File: src/logic/mic_defines.svh
// Register indices, field positions, reset values and timing counts of the interrupt controller
`ifndef MIC_DEFINES_SVH
`define MIC_DEFINES_SVH

// ****************************************
// Register indices (byte address = index * 4)
// ****************************************
`define MIC_IDX_EDGE_SEL   10'h0EE
`define MIC_IDX_IEN_HIGH   10'h0E0
`define MIC_IDX_IEN_LOW    10'h0E1
`define MIC_IDX_IRQ_HIGH   10'h0E2
`define MIC_IDX_IRQ_LOW    10'h0E3
`define MIC_IDX_SRC_FLAG   10'h0E4
`define MIC_IDX_STATUS     10'h0E5
`define MIC_IDX_PORT_FUNC  10'h0E6
`define MIC_IDX_VECTOR     10'h0E7

// ****************************************
// Source indices, highest priority first
// ****************************************
`define MIC_NSRC           16
`define MIC_SRC_SERIAL_UNIT_0      4
`define MIC_SRC_SERIAL_UNIT_1      5
`define MIC_SRC_SIO        6
`define MIC_SRC_TMR0       7
`define MIC_SRC_ADC        12
`define MIC_SRC_WDTWT      13
`define MIC_SRC_BIT        14
`define MIC_SRC_BRK        4'hF

// ****************************************
// Shared source flag bits
// ****************************************
`define MIC_SF_WDT         0
`define MIC_SF_WT          1
`define MIC_SF_U0TX        2
`define MIC_SF_U0RX        3
`define MIC_SF_U1TX        4
`define MIC_SF_U1RX        5

// ****************************************
// Status word bits and reset values
// ****************************************
`define MIC_PSW_I          2
`define MIC_PSW_B          4
`define MIC_RST_BYTE       8'h00
`define MIC_RST_PEND       15'h0000

// ****************************************
// Edge modes and timing
// ****************************************
`define MIC_EDGE_FALL      2'h1
`define MIC_EDGE_RISE      2'h2
`define MIC_EDGE_BOTH      2'h3
`define MIC_ACCEPT_CYCLES  8
`define MIC_MIN_LATENCY    12
`define MIC_VEC_BASE       16'hFFE0
`define MIC_VEC_TCALL0     16'hFFDE

`endif

File: src/logic/mic_pkg.sv
// Types shared by the interrupt controller modules
package mic_pkg;
	typedef enum logic [4:0] {
		MIC_IDLE = 5'b00001,
		MIC_POLL = 5'b00010,
		MIC_WAIT = 5'b00100,
		MIC_SEQ  = 5'b01000,
		MIC_CALL = 5'b10000
	} mic_state_t;
endpackage

File: src/logic/mic_edge_det.sv
// Edge detectors for the external interrupt lines
`timescale 1ns/100ps
`default_nettype none
`include "mic_defines.svh"
module mic_edge_det #(
	parameter int N = 4
) (
	// Clock and reset
	input  wire logic           clk,
	input  wire logic           arst_n,
	input  wire logic           ce,
	// Lines and setup
	input  wire logic [N-1:0]   line,
	input  wire logic [2*N-1:0] mode,
	input  wire logic [N-1:0]   sel,
	// Detected edges
	output logic      [N-1:0]   evt
);
	logic [N-1:0] prev;

	always_ff @(posedge clk or negedge arst_n) begin
		if (!arst_n)
			prev <= '0;
		else if (ce)
			prev <= line & sel;
	end

	genvar g;
	generate
		for (g = 0; g < N; g++) begin : g_line
			logic now_v;
			assign now_v = line[g] & sel[g]; // [RULE13]
			// Mode 00 leaves the line silent
			assign evt[g] = (mode[2*g+1] & now_v & ~prev[g])
				| (mode[2*g] & ~now_v & prev[g]); // [RULE12]
		end
	endgenerate
endmodule
`default_nettype wire

File: src/logic/mic_irq_ctrl.sv
// Interrupt controller: pending flags, priority, acceptance sequence and APB registers
//
// Operation
// RULE1: Acceptance pushes PC and status word; accumulator and general registers are not saved.
// RULE2: Break instruction raises a software interrupt of lowest priority.
// RULE3: Break uses the table-call-zero vector and sets the break flag.
// RULE4: Watchdog and watch timer share a vector, each with its own shared flag.
// RULE5: Serial unit 0 transmit and receive share a vector, distinct shared flags.
// RULE6: Serial unit 1 transmit and receive share a vector, distinct shared flags.
// RULE7: Shared flags survive reads; only a software write clears them.
// RULE8: Simultaneous requests of different priority: higher one is served first.
// RULE9: Equal priority requests are resolved by a fixed hardware polling order.
// RULE10: Acceptance clears master enable; setting it again allows nesting.
// RULE11: Edge selection register at index 0EE sets each external input's sensitivity.
// RULE12: Each external input detects rising, falling or both edges.
// RULE13: A pin acts as interrupt input only when its port function bit is 1.
// RULE14: Edges latch into pending flags each cycle; polling sees them next cycle.
// RULE15: An enabled polled request makes the next operation a call to its vector.
// RULE16: At least twelve cycles pass from request to first service instruction.
// RULE17: Acceptance sequence lasts 8 clock cycles after the current instruction.
// RULE18: Acceptance clears only the accepted pending flag; others are held.
// RULE19: Disabled sources never accepted; cleared master enable blocks all maskable ones.
// RULE20: Priority: ext 0-3, serial 0, serial 1, sync serial, timers, ADC, WDT, BIT, break.
// RULE21: Return from interrupt restores status word, hence the master enable flag.
`timescale 1ns/100ps
`default_nettype none
`include "mic_defines.svh"
module mic_irq_ctrl #(
	parameter int NEXT = 4
) (
	// Clock, reset, enable
	input  wire logic        CLK,
	input  wire logic        ARST_N,
	input  wire logic        CE,
	// APB slave
	input  wire logic        PSEL,
	input  wire logic        PENABLE,
	input  wire logic        PWRITE,
	input  wire logic [11:0] PADDR,
	input  wire logic [31:0] PWDATA,
	output logic      [31:0] PRDATA,
	output logic             PREADY,
	output logic             PSLVERR,
	// External lines and peripheral events
	input  wire logic [NEXT-1:0] EXT_IRQ_LINE,
	input  wire logic        U0_TX_DONE,
	input  wire logic        U0_RX_DONE,
	input  wire logic        U1_TX_DONE,
	input  wire logic        U1_RX_DONE,
	input  wire logic        SIO_DONE,
	input  wire logic [4:0]  TMR_MATCH,
	input  wire logic        ADC_DONE,
	input  wire logic        WDT_MATCH,
	input  wire logic        WT_MATCH,
	input  wire logic        BIT_OVF,
	// CPU core
	input  wire logic        INSTR_DONE,
	input  wire logic        SOFT_BREAK_INSTR,
	input  wire logic        RETURN_FROM_IRQ,
	input  wire logic [7:0]  POP_STATUS,
	input  wire logic [15:0] PC,
	output logic             ACCEPT_BUSY,
	output logic             STACK_WR,
	output logic      [7:0]  STACK_DATA,
	output logic             VECTOR_LOAD,
	output logic      [15:0] VECTOR_ADDR
);
	// ****************************************
	// Declarations
	// ****************************************
	mic_pkg::mic_state_t state;
	logic [7:0]  edge_sel, port_func, ien_high, ien_low, status_word, saved_status;
	logic [14:0] pend;
	logic [5:0]  src_flag;
	logic        brk_pend;
	logic [3:0]  win_idx;
	logic [3:0]  acc_cnt;
	logic [4:0]  lat_cnt;
	logic [NEXT-1:0] ext_evt;
	logic [14:0] set_evt, ien;
	logic [15:0] cand;
	logic        iflag, bflag, wr_en, setup, accept, idx_ok;
	logic [9:0]  idx;

	// First set bit wins: fixed polling order
	function automatic logic [3:0] first_idx(input logic [15:0] v); // [RULE9]
		first_idx = `MIC_SRC_BRK;
		for (int i = `MIC_NSRC - 1; i >= 0; i--)
			if (v[i])
				first_idx = 4'(i);
	endfunction

	function automatic logic [7:0] idx_val(input logic [9:0] a);
		unique case (a)
			`MIC_IDX_EDGE_SEL:  idx_val = edge_sel;
			`MIC_IDX_IEN_HIGH:  idx_val = ien_high;
			`MIC_IDX_IEN_LOW:   idx_val = ien_low;
			`MIC_IDX_IRQ_HIGH:  idx_val = pend[7:0];
			`MIC_IDX_IRQ_LOW:   idx_val = {1'b0, pend[14:8]};
			`MIC_IDX_SRC_FLAG:  idx_val = {2'b00, src_flag};
			`MIC_IDX_STATUS:    idx_val = status_word;
			`MIC_IDX_PORT_FUNC: idx_val = port_func;
			`MIC_IDX_VECTOR:    idx_val = {4'h0, win_idx};
			default:            idx_val = `MIC_RST_BYTE;
		endcase
	endfunction

	// ****************************************
	// External edge detection
	// ****************************************
	mic_edge_det #(.N(NEXT)) u_edge (
		.clk  (CLK),
		.arst_n(ARST_N),
		.ce   (CE),
		.line (EXT_IRQ_LINE),
		.mode (edge_sel[2*NEXT-1:0]), // [RULE11]
		.sel  (port_func[NEXT-1:0]),
		.evt  (ext_evt)
	);

	// ****************************************
	// APB slave
	// ****************************************
	assign idx     = PADDR[11:2];
	assign idx_ok  = (idx == `MIC_IDX_EDGE_SEL) || (idx >= `MIC_IDX_IEN_HIGH && idx <= `MIC_IDX_VECTOR);
	assign setup   = CE && PSEL && !PENABLE;
	assign wr_en   = CE && PSEL && PENABLE && PWRITE && idx_ok;
	// Single-wait-free slave: answer in the access cycle
	assign PREADY  = 1'b1;
	assign PSLVERR = PSEL && PENABLE && !idx_ok;

	always_ff @(posedge CLK or negedge ARST_N) begin
		if (!ARST_N)
			PRDATA <= '0;
		else if (setup)
			PRDATA <= {24'h000000, idx_val(idx)};
	end

	always_ff @(posedge CLK or negedge ARST_N) begin
		if (!ARST_N) begin
			edge_sel  <= `MIC_RST_BYTE;
			port_func <= `MIC_RST_BYTE;
			ien_high  <= `MIC_RST_BYTE;
			ien_low   <= `MIC_RST_BYTE;
		end else if (wr_en) begin
			if (idx == `MIC_IDX_EDGE_SEL)
				edge_sel <= PWDATA[7:0]; // [RULE11]
			if (idx == `MIC_IDX_PORT_FUNC)
				port_func <= PWDATA[7:0]; // [RULE13]
			if (idx == `MIC_IDX_IEN_HIGH)
				ien_high <= PWDATA[7:0];
			if (idx == `MIC_IDX_IEN_LOW)
				ien_low <= PWDATA[7:0];
		end
	end

	// ****************************************
	// Pending and shared flags
	// ****************************************
	assign set_evt[NEXT-1:0]     = ext_evt; // [RULE14]
	assign set_evt[`MIC_SRC_SERIAL_UNIT_0] = U0_TX_DONE | U0_RX_DONE; // [RULE5]
	assign set_evt[`MIC_SRC_SERIAL_UNIT_1] = U1_TX_DONE | U1_RX_DONE; // [RULE6]
	assign set_evt[`MIC_SRC_SIO]   = SIO_DONE;
	assign set_evt[`MIC_SRC_ADC-1:`MIC_SRC_TMR0] = TMR_MATCH;
	assign set_evt[`MIC_SRC_ADC]   = ADC_DONE;
	assign set_evt[`MIC_SRC_WDTWT] = WDT_MATCH | WT_MATCH; // [RULE4]
	assign set_evt[`MIC_SRC_BIT]   = BIT_OVF;

	// Set wins over both the software clear and the acceptance clear
	always_ff @(posedge CLK or negedge ARST_N) begin
		if (!ARST_N)
			pend <= `MIC_RST_PEND;
		else if (CE) begin
			for (int i = 0; i < `MIC_NSRC - 1; i++) begin
				if (set_evt[i])
					pend[i] <= 1'b1;
				else if (accept && win_idx == 4'(i))
					pend[i] <= 1'b0; // [RULE18]
				else if (wr_en && idx == (i < 8 ? `MIC_IDX_IRQ_HIGH : `MIC_IDX_IRQ_LOW) && PWDATA[i % 8])
					pend[i] <= 1'b0;
			end
		end
	end

	// Write one to clear; reading leaves the flags alone
	always_ff @(posedge CLK or negedge ARST_N) begin
		if (!ARST_N)
			src_flag <= '0;
		else if (CE) begin
			src_flag <= (src_flag & ~((wr_en && idx == `MIC_IDX_SRC_FLAG) ? PWDATA[5:0] : 6'h00)) // [RULE7]
				| {U1_RX_DONE, U1_TX_DONE, U0_RX_DONE, U0_TX_DONE, WT_MATCH, WDT_MATCH}; // [RULE4] [RULE5] [RULE6]
		end
	end

	always_ff @(posedge CLK or negedge ARST_N) begin
		if (!ARST_N)
			brk_pend <= 1'b0;
		else if (CE) begin
			if (SOFT_BREAK_INSTR)
				brk_pend <= 1'b1; // [RULE2]
			else if (accept && win_idx == `MIC_SRC_BRK)
				brk_pend <= 1'b0;
		end
	end

	// ****************************************
	// Status word: master enable and break flag
	// ****************************************
	assign iflag = status_word[`MIC_PSW_I];
	assign bflag = status_word[`MIC_PSW_B];

	always_ff @(posedge CLK or negedge ARST_N) begin
		if (!ARST_N)
			status_word <= `MIC_RST_BYTE;
		else if (CE) begin
			if (accept) begin
				status_word[`MIC_PSW_I] <= 1'b0; // [RULE10]
				status_word[`MIC_PSW_B] <= (win_idx == `MIC_SRC_BRK); // [RULE3]
			end else if (RETURN_FROM_IRQ)
				status_word <= POP_STATUS; // [RULE21]
			else if (wr_en && idx == `MIC_IDX_STATUS)
				status_word <= PWDATA[7:0]; // [RULE10]
		end
	end

	// ****************************************
	// Priority and acceptance sequence
	// ****************************************
	assign ien  = {ien_low[6:0], ien_high};
	// Break is outside the masks; everything else needs its enable and the master flag
	assign cand = {brk_pend, pend & ien & {15{iflag}}}; // [RULE19] [RULE20]
	assign accept = CE && state == mic_pkg::MIC_WAIT && INSTR_DONE && cand[win_idx];
	assign ACCEPT_BUSY = (state == mic_pkg::MIC_SEQ) || (state == mic_pkg::MIC_CALL);

	always_ff @(posedge CLK or negedge ARST_N) begin
		if (!ARST_N) begin
			state   <= mic_pkg::MIC_IDLE;
			win_idx <= 4'h0;
			acc_cnt <= 4'h0;
			lat_cnt <= 5'h00;
		end else if (CE) begin
			if (lat_cnt != 5'(`MIC_MIN_LATENCY))
				lat_cnt <= lat_cnt + 5'h01;
			unique case (state)
				mic_pkg::MIC_IDLE: begin
					lat_cnt <= 5'h01;
					// Flags latched last cycle are polled here
					if (|cand)
						state <= mic_pkg::MIC_POLL; // [RULE14]
				end
				mic_pkg::MIC_POLL: begin
					win_idx <= first_idx(cand); // [RULE8] [RULE20]
					state   <= (|cand) ? mic_pkg::MIC_WAIT : mic_pkg::MIC_IDLE;
				end
				mic_pkg::MIC_WAIT: begin
					// Dropped enable or master flag abandons the request
					if (!cand[win_idx])
						state <= mic_pkg::MIC_IDLE; // [RULE19]
					else if (INSTR_DONE) begin
						state   <= mic_pkg::MIC_SEQ; // [RULE15]
						acc_cnt <= 4'h0;
					end
				end
				mic_pkg::MIC_SEQ: begin
					acc_cnt <= acc_cnt + 4'h1;
					if (acc_cnt == 4'(`MIC_ACCEPT_CYCLES - 1))
						state <= mic_pkg::MIC_CALL; // [RULE17]
				end
				mic_pkg::MIC_CALL: begin
					if (lat_cnt == 5'(`MIC_MIN_LATENCY))
						state <= mic_pkg::MIC_IDLE; // [RULE16]
				end
				default: state <= mic_pkg::MIC_IDLE;
			endcase
		end
	end

	// Only PC and status are pushed; software saves the rest
	always_ff @(posedge CLK or negedge ARST_N) begin
		if (!ARST_N) begin
			STACK_WR   <= 1'b0;
			STACK_DATA <= `MIC_RST_BYTE;
			saved_status <= `MIC_RST_BYTE;
		end else if (CE) begin
			// Status is captured before acceptance clears the master flag
			if (accept)
				saved_status <= status_word; // [RULE21]
			STACK_WR <= state == mic_pkg::MIC_SEQ && acc_cnt < 4'h3; // [RULE1]
			unique case (acc_cnt)
				4'h0:    STACK_DATA <= PC[15:8];
				4'h1:    STACK_DATA <= PC[7:0];
				default: STACK_DATA <= saved_status;
			endcase
		end
	end

	always_ff @(posedge CLK or negedge ARST_N) begin
		if (!ARST_N) begin
			VECTOR_LOAD <= 1'b0;
			VECTOR_ADDR <= 16'h0000;
		end else if (CE) begin
			VECTOR_LOAD <= state == mic_pkg::MIC_CALL && lat_cnt == 5'(`MIC_MIN_LATENCY); // [RULE15]
			VECTOR_ADDR <= (win_idx == `MIC_SRC_BRK) ? `MIC_VEC_TCALL0 // [RULE3]
				: `MIC_VEC_BASE - {11'h000, win_idx, 1'b0};
		end
	end
endmodule
`default_nettype wire

File: config.mk
export PLATFORM = sky130hd
export DESIGN_NAME = mic_irq_ctrl
export DESIGN_NICKNAME = d
export VERILOG_FILES = /design/src/logic/mic_pkg.sv /design/src/logic/mic_edge_det.sv /design/src/logic/mic_irq_ctrl.sv
export VERILOG_INCLUDE_DIRS = /design/src /design/src/logic
export SDC_FILE = /design/constraint.sdc
export NUM_CORES = 1
export LEC_CHECK = 0
export BUFFER_PORTS_ARGS = -buffer_cell sky130_fd_sc_hd__clkbuf_2
export CORE_ASPECT_RATIO = 2
export CORE_MARGIN = 2
export CORE_UTILIZATION = 45
export DETAILED_ROUTE_END_ITERATION = 8
export PLACE_DENSITY_LB_ADDON = 0.1
export SYNTH_ARGS = -nofsm -noshare
export SYNTH_HDL_FRONTEND = slang
export SYNTH_HIERARCHICAL = 1
export SYNTH_SLANG_ARGS = --single-unit
File: constraint.sdc
create_clock -name CLK -period 5.9 [get_ports CLK]
set_input_delay 0.59 -clock CLK [delete_from_list [all_inputs] [get_ports CLK]]
set_output_delay 0.59 -clock CLK [all_outputs]
set_load 0.05 [all_outputs]
# After elaboration in Yosys (flattened, before gate mapping)
# Index checks and enable logic that the tools add are counted.
# word_totals
out_inout_bits	61
reg_bits	126
word_cells	308
input_bits	95
# classes
n_eq_ne	39
reduce_logical	102
n_addsub	3
magnitude_cmp	4
n_mux	84
bitwise_logic	42
# ops
operator	count
$eq A10 B8 Y1 const B	9
$pmux W8 S9	1
$mux W4	16
$mux W1	51
$logic_and A1 B1 Y1	48
$reduce_and A2 Y1	24
$reduce_bool A3 Y1	16
$mux W5	7
$eq A4 B4 Y1 const B	8
$and A15 B15 Y15	2
$pmux W5 S5	1
$and A1 B1 Y1	20
$eq A4 B3 Y1 const B	5
$mux W16	1
$mux W8	2
$pmux W8 S2	1
$reduce_or A16 Y1	1
$eq A5 B4 Y1 const B	2
$ge A10 B8 Y1 const B	1
$le A10 B8 Y1 const B	1
$not A1 Y1	9
$eq A4 B1 Y1 const B	2
$eq A4 B2 Y1 const B	2
$logic_not A4 Y1	2
other kinds (28)	42

# Logic depth before layout (Yosys ltp)
# logic_depth
word_depth	17
mapped_depth	9
ltp_nobuf	7

# By module
# Netlist, hierarchy kept.
# by_module_without_submodules
module	cells_each	seq_area_each_um2	instances	area_each_um2
mic_irq_ctrl	637	2803.9	1	6448.7
mic_edge_det	28	100.1	1	245.2

# Worst setup path after synthesis
# No wires, ideal clock.
# synth_timing
path_kind	in2out
start	input PADDR[5]
end	output PSLVERR
cell_stages	4
required_time_ns	5.310
path_buffers	2
arrival_time_ns	1.949
slack_ns	3.361
cell_sequence	clkbuf_1 > clkbuf_1 > a21oi_1 > nor2_1
# synth_between
elab_chain_cells	5
elab_cells_between_ends	7
cone_classes	order compare: 2; eq/ne: 1; reduce/logical: 4
# synth_rtl
element	line	rtl
from (decl)	mic_irq_ctrl.sv:39	input wire logic [11:0] PADDR,
$ge A10 B8 Y1 (no source line) / $le A10 B8 Y1 (equally long branches)	-	
$logic_and A1 B1 Y1 (no source line)	-	
$logic_or A1 B1 Y1 (*)	mic_irq_ctrl.sv:125	assign idx_ok = (idx == `MIC_IDX_EDGE_SEL) || (idx >= `MIC_IDX_IEN_HIGH && idx <= `MIC_IDX_VECTOR);
$logic_not A1 Y1 (*)	mic_irq_ctrl.sv:130	assign PSLVERR = PSEL && PENABLE && !idx_ok;
$logic_and A1 B1 Y1 (*)	mic_irq_ctrl.sv:130	
to (decl)	mic_irq_ctrl.sv:43	output logic PSLVERR,
# Every way passes the cells marked *; elsewhere a longest branch is shown, timed or not.

# Worst setup path after layout
# layout_timing
start	register status_word[2]
end	register saved_status[0]
# layout_between
elab_chain_cells	5
# layout_rtl
element	line	rtl
from (decl)	mic_irq_ctrl.sv:72	logic [7:0] edge_sel, port_func, ien_high, ien_low, status_word, saved_status;
from (signal assigned)	mic_irq_ctrl.sv:214	status_word <= `MIC_RST_BYTE;
from (signal, indexed assignment)	mic_irq_ctrl.sv:218	status_word[`MIC_PSW_B] <= (win_idx == `MIC_SRC_BRK);
from (signal assigned)	mic_irq_ctrl.sv:222	status_word <= PWDATA[7:0];
$and A15 B15 Y15	mic_irq_ctrl.sv:231	assign cand = {brk_pend, pend & ien & {15{iflag}}};
$bmux W1 S4	mic_irq_ctrl.sv:232	assign accept = CE && state == mic_pkg::MIC_WAIT && INSTR_DONE && cand[win_idx];
$mux W1 (implied by the code)	mic_irq_ctrl.sv:232	
$logic_and A1 B1 Y1	mic_irq_ctrl.sv:232	
$reduce_and A2 Y1 (no source line)	-	
to (signal assigned)	mic_irq_ctrl.sv:283	saved_status <= `MIC_RST_BYTE;
to (signal assigned)	mic_irq_ctrl.sv:287	saved_status <= status_word;
to (decl)	mic_irq_ctrl.sv:72	
# Every way passes these cells. The select of a mux whose other input is x is not followed.
# A chain may end at the register's enable or synchronous reset.

==> key figures <==
Global route
  – Largest net degree at the start of global routing: 61
  – Vias in the first global route: 5325
  – GR Util All Layers: 0.2403
  – First-pass GRT wire length: 29.39 mm
  – Initial antenna violation count: 1
  – Grt ovf: 0

Layout
  – N_diodes: 0
  – Area grow syn2layout: 16.77%
  – Layout Nets: 852
  – Layout cell share with drive strength beyond 1: 0.2829

Worst setup path
  – CP endpoint kind: flop
  – CP peak stage delay: 800 ps
  – CP Launch Type: flop
  – Crit path max fanout: 25
  – CP delay by family, top: simple AND/OR/NAND/NOR gates
  – Crit-path cells: clkinv_1, a211o_1, a311oi_1, or4_1, nand2_2, mux2_2
  – R2r worst-path depth: 6
  – WP depth: 6
  – Crit path DAT: 3580 ps
  – Crit path from: status_word[2]$_DFFE_PN0P_
  – R2r startpoint: status_word[2]$_DFFE_PN0P_
  – Buffers & Inverters on Critical Path: 1
  – WS Path Type: reg2reg
  – Slowest cell on the critical path: or4_1
  – Worst Path Required: 6200 ps

Routing
  – Drt drc: 0
  – Vias per inst: 5.798
  – Routed Antenna Nets: 0
  – Total length of routed wires: 18.92 mm
  – Pre-Repair DR Iteration Count: 7
  – Vias: 5537
  – DR WL/cell: 19.81 um
  – Initial DRC count: 365

Synth
  – Syn Inst Count: 665
  – Post-synth top cells: 115 x dfrtp_1, 89 x nand2_1, 63 x mux2_2
  – Mapped Area: 0.006694 mm^2
  – Yosys warns: 6
  – Post-synthesis async set-or-reset flop share: 1.000
  – Netlist cell types: 72
  – Most numerous cell in the Yosys netlist: dfrtp_1
  – EDFF count, synth: 0
  – Post-synth top area share: 0.4299
  – Area contributors post-synth: dfrtp_1 43%, mux2_2 11%, nand2_1 5.0%
  – Mapped Avg Cell Area: 10.07 um^2
  – Post-synthesis sequential area ratio: 0.4338
  – Top FF cell, synth: dfrtp_1
  – Synth Register Bits: 116
  – Synth area leader: dfrtp_1

Clock network
  – CTS Buf Count: 17
  – Root Buffer: clkbuf_16
  – Clock Latency Late Sink: 420 ps
  – Max Buffers Root-to-Sink: 2
  – CTS tree: done
  – Cts repair resizes: 0
  – TritonCTS Sinks: 116
  – Hold buffer count at CTS: 0
  – CTS HTree Levels: 4
  – Post-CTS setup buffers: 0
  – Clock-pin slew on the worst setup and hold paths: 50 ps

Floorplanning
  – IO Pins: 156
  – Die ar.: 0.01593 mm^2
  – Die height: 176.5 um
  – Die W: 90.24 um
  – Core area: 0.01466 mm^2
  – Row count: 63
  – Initial core utilization: 0.4566

Timing
  – Clock Skew: 9.180 ps
  – Hold WS: 234.5 ps
  – Highest Clock Rate: 304.3 MHz
  – Period utilisation layout: 0.5570
  – Fin. max-slew vios: 0
  – RSZ-0062 raised after global routing: no
  – Final setup vio count: 0
  – Measured slew at the worst slew-check pin: 974.0 ps
  – Setup tns final: 0 ps
  – Final number of hold-violating endpoints: 0
  – Relative slew margins: 0.3507
  – Final min period: 3286 ps

Power
  – Switching portion of total power: 0.3285
  – Pwr dens: 347.5 mW/mm^2
  – Combinational cell fraction of total power: 0.220
  – Sequential share of power: 0.367
  – Int Power: 0.001824 W
  – Static Leak: 3.543 nW
  – Peak supply drop: 0.3195 mV
  – Switching power: 0.0008923 W
  – Clock share of power: 0.413

Placed design
  – Hpwl dp: 13.66 mm
  – Placer Congestion: 0.9499
  – Port Buffers: 103

Run
  – Max-Cap Viols: 0

Worst hold path
  – Worst hold path type: in2async

Run status
  – Status: completed
-- state kept, by name, indices dropped and copies added (netlist names) --
signal / count
pend: 15
PRDATA: 8
STACK_DATA: 8
edge_sel: 8
ien_high: 8
ien_low: 8
port_func: 8
saved_status: 8
status_word: 8
VECTOR_ADDR: 6
src_flag: 6
lat_cnt: 5
state: 5
acc_cnt: 4
u_edge/prev: 4
win_idx: 4
STACK_WR: 1
VECTOR_LOAD: 1
brk_pend: 1
-- kinds of logic (layout without fill, tap and decap cells) --
family                     count (synthesis)  in the layout  synth area share
xor gates and xnor gates                   2              2          0.002617
AOI/OAI and AO/OA                        153            153            0.1660
muxes                                     77             77            0.1436
adders and majority gates                  9              9           0.01682
other                                      2             26          0.001122
buffers and inverters                     88            159           0.07327
and+or+nand+nor                          218            218            0.1628
DFF                                      116            116            0.4338
-- power by group through the flow --
stage | Clock, W | Sequential, W | Combinational, W
6_report | 0.00112 | 0.000997 | 0.000597
5_1_grt | 0.00117 | 0.00101 | 0.000652
4_1_cts | 0.00114 | 0.000995 | 0.000597
3_5_place_dp | 0 | 0.00101 | 0.000596
3_3_place_gp | 0 | 0.00101 | 0.000593
2_1_floorplan | 0 | 0.00100 | 0.000433
-- stage by stage --
| stage | power (W) | setup slack, ps | cell area [um^2] | cells | utilization |
|---|---|---|---|---|---|
| finish | 0.002716 | 2614 | 7816 | 955 | 0.5331 |
| detailed placement | 0.001605 | 2668 | 7172 | 924 | 0.4892 |
| global route | 0.002838 | 2418 | 7816 | 955 | 0.5331 |
| CTS | 0.002731 | 2668 | 7816 | 955 | 0.5331 |
| floorplan | 0.001438 | 3361 | 6784 | 689 | - |
| global placement | 0.001601 | 2684 | 7172 | 924 | 0.4892 |
-- final cells by class --
type | count | area [um^2]
multi-input combinational | 485 | 3390
fill | 1407 | 6845
inverter | 19 | 71.32
tap | 195 | 244.0
clock inverter | 8 | 146.4
sequential | 116 | 2904
clock buffer | 23 | 498.0
timing repair buffer | 109 | 563.0
-- layout by cell type, fill, tap and decap left out, types with 5 or more instances in the layout --
cell type / synthesis / layout
a211oi_1: 6 / 6
a21oi_1: 19 / 19
a22o_1: 12 / 12
a22oi_1: 16 / 16
a31o_1: 5 / 5
a31oi_1: 12 / 12
a32o_1: 16 / 16
and3_1: 12 / 12
and4b_1: 6 / 6
buf_4: 36 / 7
clkbuf_16: 0 / 17
clkbuf_2: 1 / 102
clkbuf_8: 0 / 5
conb_1: 2 / 26
dfrtp_1: 115 / 115
ha_1: 9 / 9
inv_1: 16 / 16
mux2_2: 63 / 63
mux2i_1: 6 / 6
mux4_2: 5 / 5
nand2_1: 89 / 89
nand3_1: 18 / 18
nand4_1: 17 / 17
nor2_1: 34 / 34
nor2b_1: 5 / 5
nor3_1: 9 / 9
o21ai_0: 33 / 33
-- per-layer routing --
| metal | GRT usage | wire length [um] |
|---|---|---|
| met2 | 0.4057 | 9504 |
| met3 | 0.04908 | 1095 |
| met4 | 0.1071 | 643 |
| met5 | 0 | 13 |
| met1 | 0.2967 | 7663 |
-- final timing paths --
path	to	slack [ps]
setup / recovery	saved_status[0]$_DFFE_PN0P_	2610
hold / removal	STACK_DATA[2]$_DFFE_PN0P_	230
setup reg to reg	saved_status[0]$_DFFE_PN0P_	2610
hold reg to reg	PRDATA[1]$_DFFE_PN0P_	480
max in group asynchronous	pend[6]$_DFFE_PN0P_	4410
min in group CLK	pend[8]$_DFFE_PN0P_	390
Note: power is estimated with default switching activity, not from simulation.
